`config.mk`:
```
export PLATFORM = sky130hd
export DESIGN_NAME = acr_regs
export DESIGN_NICKNAME = d
export VERILOG_FILES = /design/src/design/acr_pkg.sv /design/src/design/acr_regs.sv
export SDC_FILE = /design/constraint.sdc
export NUM_CORES = 1
export LEC_CHECK = 0
export BUFFER_PORTS_ARGS = -buffer_cell sky130_fd_sc_hd__buf_2
export CAP_MARGIN = 20
export CORE_AREA = 10 10 115 75
export DETAILED_ROUTE_END_ITERATION = 7
export DIE_AREA = 0 0 125 85
export PLACE_DENSITY = 0.89
export SETUP_SLACK_MARGIN = 0.3
export SYNTH_ARGS = -nofsm -noshare
export SYNTH_HDL_FRONTEND = slang
export SYNTH_SLANG_ARGS = --single-unit
```
`constraint.sdc`:
```
create_clock -name clk -period 4.2 [get_ports clk]
set_input_delay 0.21 -clock clk [delete_from_list [all_inputs] [get_ports clk]]
set_output_delay 0.21 -clock clk [all_outputs]
set_load 0.01 [all_outputs]
```
`src/design/acr_pkg.sv`:
```
// Package with register map, field positions and timing for the config registers
package acr_pkg;
  // Register offsets on the serial port (4-bit address)
  localparam logic [3:0] OFS_PAIR67 = 4'h3;
  localparam logic [3:0] OFS_CHSEL = 4'h4;
  localparam logic [3:0] OFS_SETUP = 4'h5;
  localparam logic [3:0] OFS_INTEN = 4'h6;
  localparam logic [3:0] OFS_STAT = 4'h7;
  localparam logic [3:0] OFS_SRST = 4'h9;
  // Frame command codes in the two leading bits
  localparam logic [1:0] CMD_ADC = 2'h0;
  localparam logic [1:0] CMD_RD = 2'h1;
  localparam logic [1:0] CMD_WR = 2'h2;
  // Writable masks and reset values
  localparam logic [7:0] PAIR67_MASK = 8'h3F;
  localparam logic [7:0] CHSEL_MASK = 8'h07;
  localparam logic [7:0] PAIR67_RST = 8'h00;
  localparam logic [7:0] CHSEL_RST = 8'h00;
  localparam logic [7:0] SETUP_RST = 8'h00;
  localparam logic [3:0] INTEN_RST = 4'h0;
  localparam logic [7:0] SRST_KEY = 8'hAA;
  // Field positions
  localparam int P67_G7 = 4;
  localparam int P67_ODD6 = 3;
  localparam int P67_DIFF = 2;
  localparam int P67_G6 = 0;
  localparam int SU_AVG = 5;
  localparam int SU_EDGE = 4;
  localparam int SU_POL = 3;
  localparam int SU_BUSY = 2;
  localparam int SU_FIFO = 1;
  localparam int SU_SRC = 0;
  localparam int IE_PD = 7;
  localparam int IE_NEMPTY = 3;
  localparam int IE_FULL = 2;
  localparam int IE_SCAN = 1;
  localparam int IE_DRDY = 0;
  // Edge interrupt pulse width
  localparam int CLK_NS = 10;
  localparam int PULSE_NS = 250;
  localparam int PULSE_CYC = (PULSE_NS + CLK_NS - 1) / CLK_NS;
  // Results needed per delivered value for an averaging code
  function automatic logic [4:0] avg_len(input logic [2:0] code);
    case (code[1:0])
      2'h1: avg_len = 5'h04;
      2'h2: avg_len = 5'h08;
      2'h3: avg_len = 5'h10;
      default: avg_len = 5'h01;
    endcase
  endfunction
endpackage

```
`src/design/acr_regs.sv`:
```
// Serial configuration and status register bank of the acquisition converter
`timescale 1ns/10ps
//
// Contract
// - Two-bit gain codes for channels seven, six
// - Bit three selects channel six odd polarity
// - Bit two makes the pair differential
// - Mux channel or scan start, default zero
// - Setup bits seven to five choose averaging
// - Setup bit four: level or 250ns pulse
// - Setup bit three sets shared pin polarity
// - Setup bit two: interrupt or busy function
// - Setup bit one enables result FIFO storage
// - Setup bit zero: pin or read starts conversion
// - Power-down bit seven; bits six-four read zero
// - FIFO not empty enable and flag
// - FIFO full enable and flag
// - Scan ready enable and flag, auto only
// - Data ready enable and flag
// - Status high nibble is FIFO level
// - Status not-empty and full bits
// - Status scan and data ready bits
// - Data ready after whole average completes
// - Reset, or AAh unless powered down, restores defaults, clears core
module acr_regs #(
  parameter int FIFO_DEPTH = 8
) (
  input wire logic clk, // System clock, 100 MHz
  input wire logic reset, // Synchronous reset, high
  input wire logic ce, // Clock enable, freezes all state when low except what reset or a pending software reset clears
  input wire logic sclk, // Serial clock from host
  input wire logic cs_n, // Serial select, low active
  input wire logic sdin, // Serial data in
  output logic sdout, // Serial data out
  output logic sdout_oe, // Drive enable for sdout
  input wire logic conversion_launch_pin, // External start pin
  input wire logic conv_busy, // Core is converting
  input wire logic result_done, // Core finished one result
  input wire logic scan_done, // Core finished a scan
  input wire logic auto_scan, // Core in auto channel and trigger mode
  input wire logic [3:0] fifo_level, // Entries in result FIFO
  output logic [1:0] ch7_gain, // Channel seven gain code
  output logic [1:0] ch6_gain, // Channel six gain code
  output logic pair67_diff, // Pair is differential
  output logic ch6_odd, // Channel six odd polarity
  output logic [2:0] mux_channel, // Selected or start channel
  output logic [2:0] avg_mode, // Averaging code
  output logic fifo_enable, // Store results in FIFO
  output logic power_down, // Power-down idle
  output logic conv_start, // Start one conversion, pulse
  output logic core_clear, // Clear FIFO and abort conversion, pulse
  output logic busy_int_pin // Shared status or interrupt pin
);

  // Pin synchronisers, first stage feeds only the second
  logic [1:0] sclk_sy, cs_sy, sdi_sy, lp_sy;
  logic sclk_d, lp_d; // Edge history of synced pins
  logic [4:0] bit_cnt_reg; // Rising edges seen in frame
  logic [15:0] in_sr_reg; // Incoming bits
  logic [7:0] out_sr_reg; // Outgoing read data
  logic rd_frame_reg; // Current frame is a register read
  logic [7:0] pair67_reg, chsel_reg, setup_reg;
  logic pd_reg; // Power-down
  logic [3:0] inten_reg; // Interrupt enables
  logic [3:0] iflag_reg; // Interrupt generated flags
  logic drdy_reg, sdrdy_reg; // Status ready bits
  logic [4:0] avg_cnt_reg; // Results counted toward an average
  logic srst_reg; // Software reset, one cycle
  logic [5:0] pulse_cnt_reg; // Edge pulse remaining
  logic int_any_d; // Previous interrupt level
  logic sdout_reg, oe_reg, start_reg, clear_reg, pin_reg;

  // Edge and frame decoding
  wire sclk_rise = sclk_sy[1] & ~sclk_d;
  wire sclk_fall = ~sclk_sy[1] & sclk_d;
  wire sel = ~cs_sy[1];
  wire [15:0] sh_next = {in_sr_reg[14:0], sdi_sy[1]};
  wire hdr_done = sel & sclk_rise & (bit_cnt_reg == 5'd7);
  wire frm_done = sel & sclk_rise & (bit_cnt_reg == 5'd15);
  wire [1:0] f_cmd = sh_next[15:14];
  wire [3:0] f_adr = sh_next[13:10];
  wire [7:0] f_dat = sh_next[7:0];
  wire [3:0] h_adr = sh_next[5:2];
  wire h_rd = sh_next[7:6] == acr_pkg::CMD_RD;
  wire wr_en = frm_done & (f_cmd == acr_pkg::CMD_WR);
  wire wr_p67 = wr_en & (f_adr == acr_pkg::OFS_PAIR67);
  wire wr_chs = wr_en & (f_adr == acr_pkg::OFS_CHSEL);
  wire wr_su = wr_en & (f_adr == acr_pkg::OFS_SETUP);
  wire wr_ie = wr_en & (f_adr == acr_pkg::OFS_INTEN);
  // Software reset is refused while powered down
  wire wr_rst = wr_en & (f_adr == acr_pkg::OFS_SRST) & (f_dat == acr_pkg::SRST_KEY)
    & ~pd_reg;
  wire adc_rd = frm_done & (f_cmd == acr_pkg::CMD_ADC);
  wire rd_ie = hdr_done & h_rd & (h_adr == acr_pkg::OFS_INTEN);
  wire clr = reset | srst_reg;

  // Read data mux; unmapped and reset register read zero
  wire [7:0] stat_val = {fifo_level, fifo_level != 4'h0,
    fifo_level == 4'(FIFO_DEPTH), sdrdy_reg, drdy_reg};
  wire [7:0] rd_data =
    (h_adr == acr_pkg::OFS_PAIR67) ? pair67_reg :
    (h_adr == acr_pkg::OFS_CHSEL) ? chsel_reg :
    (h_adr == acr_pkg::OFS_SETUP) ? setup_reg :
    (h_adr == acr_pkg::OFS_INTEN) ? {pd_reg, 3'h0, iflag_reg} :
    (h_adr == acr_pkg::OFS_STAT) ? stat_val : 8'h00;

  // Interrupt events, each gated by its enable
  wire [4:0] avg_need = acr_pkg::avg_len(setup_reg[acr_pkg::SU_AVG +: 3]);
  wire avg_last = result_done & (avg_cnt_reg + 5'h01 >= avg_need);
  wire [3:0] ev = {fifo_level != 4'h0, fifo_level == 4'(FIFO_DEPTH),
    scan_done & auto_scan, avg_last};
  wire int_any = |iflag_reg;
  wire pol_hi = setup_reg[acr_pkg::SU_POL];
  wire edge_md = setup_reg[acr_pkg::SU_EDGE];
  wire lp_rise = lp_sy[1] & ~lp_d;
  // Shared pin: busy, edge pulse or level, then polarity
  wire pin_act = setup_reg[acr_pkg::SU_BUSY] ? conv_busy :
    (edge_md ? (pulse_cnt_reg != 6'h0) : int_any);
  wire pin_next = pol_hi ? pin_act : ~pin_act;

  // Pin synchronisers and edge history
  always_ff @(posedge clk) begin
    if (reset) begin
      sclk_sy <= 2'h0;
      cs_sy <= 2'h3;
      sdi_sy <= 2'h0;
      lp_sy <= 2'h0;
      sclk_d <= 1'b0;
      lp_d <= 1'b0;
    end else if (ce) begin
      sclk_sy <= {sclk_sy[0], sclk};
      cs_sy <= {cs_sy[0], cs_n};
      sdi_sy <= {sdi_sy[0], sdin};
      lp_sy <= {lp_sy[0], conversion_launch_pin};
      sclk_d <= sclk_sy[1];
      lp_d <= lp_sy[1];
    end
  end

  // Serial shifter: sample on rising sclk, drive on falling
  always_ff @(posedge clk) begin
    if (reset) begin
      bit_cnt_reg <= 5'h0;
      in_sr_reg <= 16'h0;
      out_sr_reg <= 8'h0;
      rd_frame_reg <= 1'b0;
      sdout_reg <= 1'b0;
      oe_reg <= 1'b0;
    end else if (ce) begin
      oe_reg <= sel;
      if (!sel) begin
        // Deselect ends the frame
        bit_cnt_reg <= 5'h0;
        rd_frame_reg <= 1'b0;
        sdout_reg <= 1'b0;
      end else if (sclk_rise) begin
        in_sr_reg <= sh_next;
        bit_cnt_reg <= bit_cnt_reg + 5'h01;
        if (hdr_done) begin
          rd_frame_reg <= h_rd;
          out_sr_reg <= rd_data;
        end
      end else if (sclk_fall && rd_frame_reg && bit_cnt_reg >= 5'd8) begin
        sdout_reg <= out_sr_reg[7];
        out_sr_reg <= {out_sr_reg[6:0], 1'b0};
      end
    end
  end

  // Configuration registers; masked bits stay zero
  always_ff @(posedge clk) begin
    if (clr) begin
      pair67_reg <= acr_pkg::PAIR67_RST;
      chsel_reg <= acr_pkg::CHSEL_RST;
      setup_reg <= acr_pkg::SETUP_RST;
      inten_reg <= acr_pkg::INTEN_RST;
      pd_reg <= 1'b0;
    end else if (ce) begin
      if (wr_p67) begin
        pair67_reg <= f_dat & acr_pkg::PAIR67_MASK;
      end
      if (wr_chs) begin
        chsel_reg <= f_dat & acr_pkg::CHSEL_MASK;
      end
      if (wr_su) begin
        setup_reg <= f_dat;
      end
      if (wr_ie) begin
        pd_reg <= f_dat[acr_pkg::IE_PD];
        inten_reg <= f_dat[3:0];
      end
    end
  end

  // Flags: set wins over the clear made by reading the register
  always_ff @(posedge clk) begin
    if (clr) begin
      iflag_reg <= 4'h0;
      drdy_reg <= 1'b0;
      sdrdy_reg <= 1'b0;
      avg_cnt_reg <= 5'h0;
    end else if (ce) begin
      iflag_reg <= ((rd_ie ? 4'h0 : iflag_reg) | (ev & inten_reg));
      drdy_reg <= avg_last | (drdy_reg & ~adc_rd);
      sdrdy_reg <= (scan_done & auto_scan) | (sdrdy_reg & ~adc_rd);
      if (result_done) begin
        avg_cnt_reg <= avg_last ? 5'h0 : avg_cnt_reg + 5'h01;
      end
    end
  end

  // Shared pin, edge pulse timer, conversion start and core clear
  always_ff @(posedge clk) begin
    if (reset) begin
      pulse_cnt_reg <= 6'h0;
      int_any_d <= 1'b0;
      pin_reg <= 1'b1;
      start_reg <= 1'b0;
      // Held high through reset so the core clear still comes from a flop
      clear_reg <= 1'b1;
      srst_reg <= 1'b0;
    end else if (ce) begin
      srst_reg <= wr_rst;
      clear_reg <= wr_rst;
      int_any_d <= int_any;
      if (int_any && !int_any_d) begin
        pulse_cnt_reg <= 6'(acr_pkg::PULSE_CYC);
      end else if (pulse_cnt_reg != 6'h0) begin
        pulse_cnt_reg <= pulse_cnt_reg - 6'h01;
      end
      pin_reg <= pin_next;
      // Pin or serial result read launches, never while powered down
      start_reg <= ~pd_reg & (setup_reg[acr_pkg::SU_SRC] ? adc_rd : lp_rise);
    end
  end

  // Outputs come straight from flip-flops
  assign sdout = sdout_reg;
  assign sdout_oe = oe_reg;
  assign ch7_gain = pair67_reg[acr_pkg::P67_G7 +: 2];
  assign ch6_gain = pair67_reg[acr_pkg::P67_G6 +: 2];
  assign pair67_diff = pair67_reg[acr_pkg::P67_DIFF];
  assign ch6_odd = pair67_reg[acr_pkg::P67_ODD6];
  assign mux_channel = chsel_reg[2:0];
  assign avg_mode = setup_reg[acr_pkg::SU_AVG +: 3];
  assign fifo_enable = setup_reg[acr_pkg::SU_FIFO];
  assign power_down = pd_reg;
  assign conv_start = start_reg;
  assign core_clear = clear_reg;
  assign busy_int_pin = pin_reg;

  // Checks, valid while ce stays high
  AST_P67_WR: assert property (@(posedge clk) disable iff (reset || !ce)
    wr_p67 |=> pair67_reg == ($past(f_dat) & 8'h3F))
    else $error("pair setup write not stored");
  AST_CHSEL_WR: assert property (@(posedge clk) disable iff (reset || !ce)
    wr_chs |=> mux_channel == $past(f_dat[2:0]))
    else $error("channel select write not stored");
  AST_SRST: assert property (@(posedge clk) disable iff (reset || !ce)
    wr_rst |=> ##1 (setup_reg == 8'h00 && pair67_reg == 8'h00 && !fifo_enable))
    else $error("software reset left configuration");
  AST_EDGE_PULSE: assert property (@(posedge clk) disable iff (reset || !ce)
    (int_any && !int_any_d) |=> pulse_cnt_reg == 6'd25 ##24 pulse_cnt_reg == 6'd1)
    else $error("edge pulse width wrong");
  AST_LEVEL_PIN: assert property (@(posedge clk) disable iff (reset || !ce)
    (!setup_reg[2] && !setup_reg[4] && $stable(setup_reg)) |=>
      busy_int_pin == ($past(int_any) ~^ $past(pol_hi)))
    else $error("level pin wrong");
  AST_BUSY_PIN: assert property (@(posedge clk) disable iff (reset || !ce)
    setup_reg[2] |=> busy_int_pin == ($past(conv_busy) ~^ $past(pol_hi)))
    else $error("busy pin wrong");
  AST_PIN_START: assert property (@(posedge clk) disable iff (reset || !ce)
    (lp_rise && !setup_reg[0] && !pd_reg) |=> conv_start)
    else $error("pin start lost");
  AST_FULL_FLAG: assert property (@(posedge clk) disable iff (reset || !ce)
    (fifo_level == 4'(FIFO_DEPTH) && inten_reg[2] && !srst_reg) |=> iflag_reg[2])
    else $error("full flag not set");
  AST_DRDY_AVG: assert property (@(posedge clk) disable iff (reset || !ce)
    (result_done && avg_cnt_reg + 5'h01 < avg_need && !srst_reg) |=> !$rose(drdy_reg))
    else $error("ready before average done");
  // Masked bits never hold a one, whatever the host wrote
  AST_UNUSED_ZERO: assert property (@(posedge clk) disable iff (reset || !ce)
    pair67_reg[7:6] == 2'h0 && chsel_reg[7:3] == 5'h00)
    else $error("unused register bits not zero");
  // No conversion may launch while powered down
  AST_PD_NO_START: assert property (@(posedge clk) disable iff (reset || !ce)
    pd_reg |=> !conv_start)
    else $error("start while powered down");
  // Reading the interrupt register clears flags unless a new event arrives
  AST_FLAG_RD_CLR: assert property (@(posedge clk) disable iff (reset || !ce)
    (rd_ie && (ev & inten_reg) == 4'h0 && !srst_reg) |=> iflag_reg == 4'h0)
    else $error("flags not cleared by read");
  COV_START: cover property (@(posedge clk) conv_start);
  COV_WRITE: cover property (@(posedge clk) wr_su);
  COV_READ: cover property (@(posedge clk) hdr_done && h_rd);
  COV_SRST: cover property (@(posedge clk) wr_rst);
  COV_EDGE: cover property (@(posedge clk) edge_md && pulse_cnt_reg == 6'd1);
endmodule

```
; Word level (Yosys, flattened, before mapping)
; Index checks and enable logic that the tools add are counted.
; Widths: inputs -> output; s select.
[totals]
latchBits = 0
n_memories = 0
ram_bits = 0
out_inout_bits = 19
in_bits = 15
regBits = 85
romBits = 0
[classes]
addsub = 3
div = 0
n_mul = 0
n_eq_ne = 21
order_cmp = 2
bitwise_logic = 34
mux = 25
n_reduce_logical = 24
shift = 0
[ops]
columns = cell, n
row1 = $mux 8, 8
row2 = $eq 4x3->1 const B, 7
row3 = $and 1x1->1, 22
row4 = $mux 5, 3
row5 = $pmux 5 s3, 1
row6 = $reduce_and 2->1, 7
row7 = $mux 6, 2
row8 = $add 5x1->5 const B, 2
row9 = $mux 1, 10
row10 = $reduce_bool 2->1, 5
row11 = $reduce_and 3->1, 3
row12 = $eq 4x2->1 const B, 2
row13 = $eq 4x4->1 const B, 2
row14 = $eq 8x8->1 const B, 1
row15 = $not 1->1, 7
row16 = $eq 2x2->1 const B, 3
row17 = $reduce_bool 6->1, 1
row18 = $sub 6x1->6 const B, 1
row19 = $eq 5x3->1 const B, 1
row20 = $eq 5x4->1 const B, 1
row21 = $ge 5x4->1 const B, 1
row22 = $ge 5x5->1, 1
row23 = $and 4x4->4, 1
row24 = $eq 2x1->1 const B, 2
row25 = 11 further kinds, 15

; Longest topological paths before layout
[logic_depth]
depth_word = 8
mapped_depth = 8

; Least setup slack after synthesis
; OpenSTA, ideal clock, no wires.
[synth_path]
path_type = reg2reg
startpoint = register avg_cnt_reg[0]
endpoint = register avg_cnt_reg[2]
arrival_time_ns = 1.959
slack_ns = 2.181
period_less_slack_ns = 2.019
path_buffers = 0
setup_ns = 0.060
stages_incl_launch_ff = 9
cell_sequence = dfxtp_1 -> ha_1 -> nor2b_1 -> nand2b_1 -> ha_1 -> nor4b_1 -> o21bai_1 -> a211oi_1 -> a221o_1
[synth_between]
elab_chain_cells = 4
[synth_rtl]
columns = item, line_no
row1 = start: declaration, acr_regs.sv:67  ; logic [4:0] avg_cnt_reg;
row2 = start signal: assignment, acr_regs.sv:207  ; avg_cnt_reg <= avg_last ? 5'h0 : avg_cnt_reg + 5'h01;
row3 = $add 5x1->5 (*), "acr_regs.sv:109, acr_regs.sv:207"
row4 = $ge 5x5->1, acr_regs.sv:109  ; wire avg_last = result_done & (avg_cnt_reg + 5'h01 >= avg_need);
row5 = $and 1x1->1, acr_regs.sv:109
row6 = $mux 5 (*), acr_regs.sv:207
; Every way passes the cells marked *; elsewhere a longest branch is shown, timed or not.
; A chain may end at the register's enable or synchronous reset.

; Worst setup path in the final report
[layout_path]
startpoint = register bit_cnt_reg[0]
endpoint = register setup_reg[5]
[layout_between]
elab_chain_cells = 5
[layout_rtl]
columns = item, line_no
row1 = start: declaration, acr_regs.sv:58  ; logic [4:0] bit_cnt_reg;
row2 = start signal: assignment, acr_regs.sv:158  ; bit_cnt_reg <= bit_cnt_reg + 5'h01;
row3 = $eq 5x4->1, acr_regs.sv:79  ; wire frm_done = sel & sclk_rise & (bit_cnt_reg == 5'd15);
row4 = $and 1x1->1, acr_regs.sv:79
row5 = $and 1x1->1, acr_regs.sv:85  ; wire wr_en = frm_done & (f_cmd == acr_pkg::CMD_WR);
row6 = $and 1x1->1, acr_regs.sv:88  ; wire wr_su = wr_en & (f_adr == acr_pkg::OFS_SETUP);
row7 = $reduce_and 2->1 (no line), --
row8 = end signal: assignment, acr_regs.sv:175  ; setup_reg <= acr_pkg::SETUP_RST;
row9 = end signal: assignment, acr_regs.sv:186  ; setup_reg <= f_dat;
row10 = end: declaration, acr_regs.sv:62  ; logic [7:0] pair67_reg, chsel_reg, setup_reg;
; No other way between the ends.

==> flow_summary.yaml <==
clock_network:
  cts_tree: "yes"
  clockBufferDepth: 2
  numClockSinks: 85
  ctsResizeCount: 0
  clock_latency_ns: 0.38
  holdBufCountCts: 0
  cts-root-buf: "clkbuf_8"
  post_cts_buffers: 0
  htreeDepth: 3
  cts_buffers: 9
  clk_transition_reported_paths_ns: 0.09
worst_setup_path:
  r2r-end: "setup_reg[5]$_SDFFE_PP0P_"
  crit_top_cell: "ha_1"
  worstPathRequired_ns: 4.50
  crit_family: "simple AND/OR/NAND/NOR gates"
  critPathKind: "flop to flop"
  cp-end-kind: "flop"
  cp.arrival_ns: 2.75
  worstReg2RegStart: "bit_cnt_reg[0]$_SDFFE_PP0P_"
  max_stage_delay_ns: 0.56
  path_max_fanout: 8
  rrSetupSlack_ns: 1.75
  crit_chain: "ha_1 -> and3_1 -> ha_1 -> nand2b_1 -> nor3_1 -> nand4b_1 -> mux2i_1"
  reg2reg_depth: 7
  crit_slowest_cell: "nand4b_1"
  startpoint: "bit_cnt_reg[0]$_SDFFE_PP0P_"
  startpoint_type: "flop"
  critPathBufInv: 0
timing:
  worst_slew_pin_slew_ns: 1.01
  timing.hold.ws_ns: 0.0452
  fin_worst_skew_ns: 0.0129
  setup_slack_ns: 1.75
  slew_headroom_pct: 32.0
  rsz0062_at_grt: "no"
  post-route-min-period_ns: 2.45
  drv_slew: 0
  timing.final.crit_share_pct: 58.4
  finalHoldViolCount: 0
  fin_setup_tns_ns: 0
  max_clock_freq_mhz: 408
  setup_violations: 0
grt:
  grt_pass1_vias: 3456
  antenna_found_initial: 0
  grt_max_degree: 57
  grt_util_all_layers_pct: 19.6
  grt_pass1_wl_um: 17200
  overflow: 0
drt:
  drt_wl_total_um: 10700
  first_iter_violations: 477
  drt-pass1-iter-count: 5
  vias: 3752
  routedWlPerCell_um: 18.4
  drc: 0
  ant_nets: 0
  avgViaCountPerCell: 6.45
pwr:
  p_leak_nw: 1.61
  p_per_area_nw_per_um2: 363
  peakVddDrop_mv: 0.286
synthesis:
  synth_top_area_share_pct: 41.7
  synth-async-reset-ratio_pct: 0
  synth_cells: 479
  synth-edff-count: 0
  yosys-top-cells-area: "dfxtp_1, mux2i_1, nand2_1, a21oi_1, ha_1"
  yosys_most_used_dff: "dfxtp_1"
  yosysUniqueCellTypes: 60
  syn_nets: 504
  syn_area_sq_um: 4080
  yosys.area.top_type: "dfxtp_1"
  synth_area_per_cell_sq_um: 8.52
  yosys_warnings: 0
  synth_seq_cells: 85
  synth-seq-area-share_pct: 41.7
cells_and_area:
  fin_cells: 582
  area_growth_pct: 8.46
  largest_reg_flops: 15
  n_antenna_cell: 0
  drive_above_1_share_pct: 12.1
  nets: 516
  stdcell_area_sq_um: 4430
place:
  gp_congestion: 0.918
  place_area_sq_um: 4230
  dpl_worst_slack_ns: 1.71
  dpl.hpwl_um: 7490
  dp_cells: 567
  port_buffers: 33
hold_path:
  min_from: "cs_n"
  min_path_type: "input port to flop"
  hold_depth: 2
  holdPathEnd: "cs_sy[0]$_SDFFE_PP1P_"
floorplanning:
  die_w_um: 125
  fp-row-count: 23
  die-area_sq_um: 10600
  io_pins: 34
  initial_core_util_pct: 62.2
  die_y_um: 85
  core-area_sq_um: 6560
flow_run:
  max_cap_viol_count: 0
status:
  outcome: "complete, no violations"
-- cells by family (layout without fill, tap and decap cells) --
| kind of cell | Yosys count | after routing | synth area share (%) |
|---|---|---|---|
| flops | 85 | 85 | 41.7 |
| mux | 31 | 31 | 7.64 |
| fa+ha+maj | 10 | 10 | 3.07 |
| xor+xnor | 4 | 4 | 0.859 |
| simple gates | 191 | 191 | 24.0 |
| buf+inv | 42 | 58 | 4.20 |
| compound gates | 116 | 116 | 18.5 |
-- power breakdown --
group          switching [mW]  leakage, nW  internal, mW
sequential             0.0314        0.688         0.831
combinational          0.0904        0.829        0.0732
clock                   0.294       0.0927         0.289
total                   0.415         1.61          1.19
-- how the worst max path moves through the flow --
stage / slack, ns / depth (start not counted) / end
floorplan: 2.18 / 8 / avg_cnt_reg[2]$_SDFFE_PP0P_
global placement: 1.82 / 5 / bit_cnt_reg[1]$_SDFFE_PP0P_
detailed placement: 1.71 / 5 / out_sr_reg[3]$_SDFFE_PP0P_
CTS: 1.79 / 7 / setup_reg[5]$_SDFFE_PP0P_
global route: 1.49 / 8 / avg_cnt_reg[2]$_SDFFE_PP0P_
finish: 1.75 / 7 / setup_reg[5]$_SDFFE_PP0P_
-- layout by cell type, fill, tap and decap left out, types with 15 or more instances in the layout --
cell type | netlist | layout
dfxtp_1 | 85 | 85
buf_2 | 2 | 33
a21oi_1 | 43 | 43
mux2i_1 | 30 | 30
nand2_1 | 78 | 78
o21ai_0 | 19 | 19
nor2_1 | 28 | 27
nand3_1 | 15 | 15
-- per-stage QoR --
step           util [%]  total power [mW]
2_1_floorplan         -             0.999
3_3_place_gp       64.5              1.03
3_5_place_dp       64.5              1.04
4_1_cts            67.4              1.61
5_1_grt            67.4              1.67
6_report           67.4              1.61
-- worst register-to-register path, delay by kind of cell, from the launching register on --
family                   cells  cell delay (ns)
flip-flops                   1             0.44
adder cells (fa/ha/maj)      2             0.41
AND/OR/NAND/NOR              4             1.20
multiplexers                 1             0.34
-- cell usage after synthesis (3+ instances only) --
library cell	instances
o21ai_0	19
o31ai_1	3
nor4b_1	3
a31oi_1	3
or2_2	3
dfxtp_1	85
nor2_1	28
a21oi_1	43
nor4_1	3
nand4b_1	3
clkbuf_1	24
buf_1	6
mux2i_1	30
a211oi_1	10
nand4_1	4
nand3_1	15
a22o_1	3
a311oi_1	4
ha_1	10
a32oi_1	5
and3_1	4
nand2_1	78
or4_1	6
inv_1	7
nor2b_1	8
o211ai_1	4
nor3_1	7
buf_4	3
a22oi_1	3
o2111ai_1	3
nand2b_1	10
-- final cells by class --
type	instances	area, sq um
clock buffer	12	145
timing repair buffer	36	188
multi-input combinational	352	2210
sequential	85	1700
clock inverter	3	46.3
fill	528	2140
inverter	7	26.3
tap	87	109
-- layer usage --
layer / vias to the layer above / global-route usage [%] / share of wire [%]
li1: 1751 / - / -
met1: 1773 / 25.3 / 44
met2: 202 / 29.1 / 43
met3: 26 / 7.39 / 11
met4: 0 / 7.81 / 2.5
met5: - / 0 / 0
No activity file was read; power rests on OpenSTA's default activity.
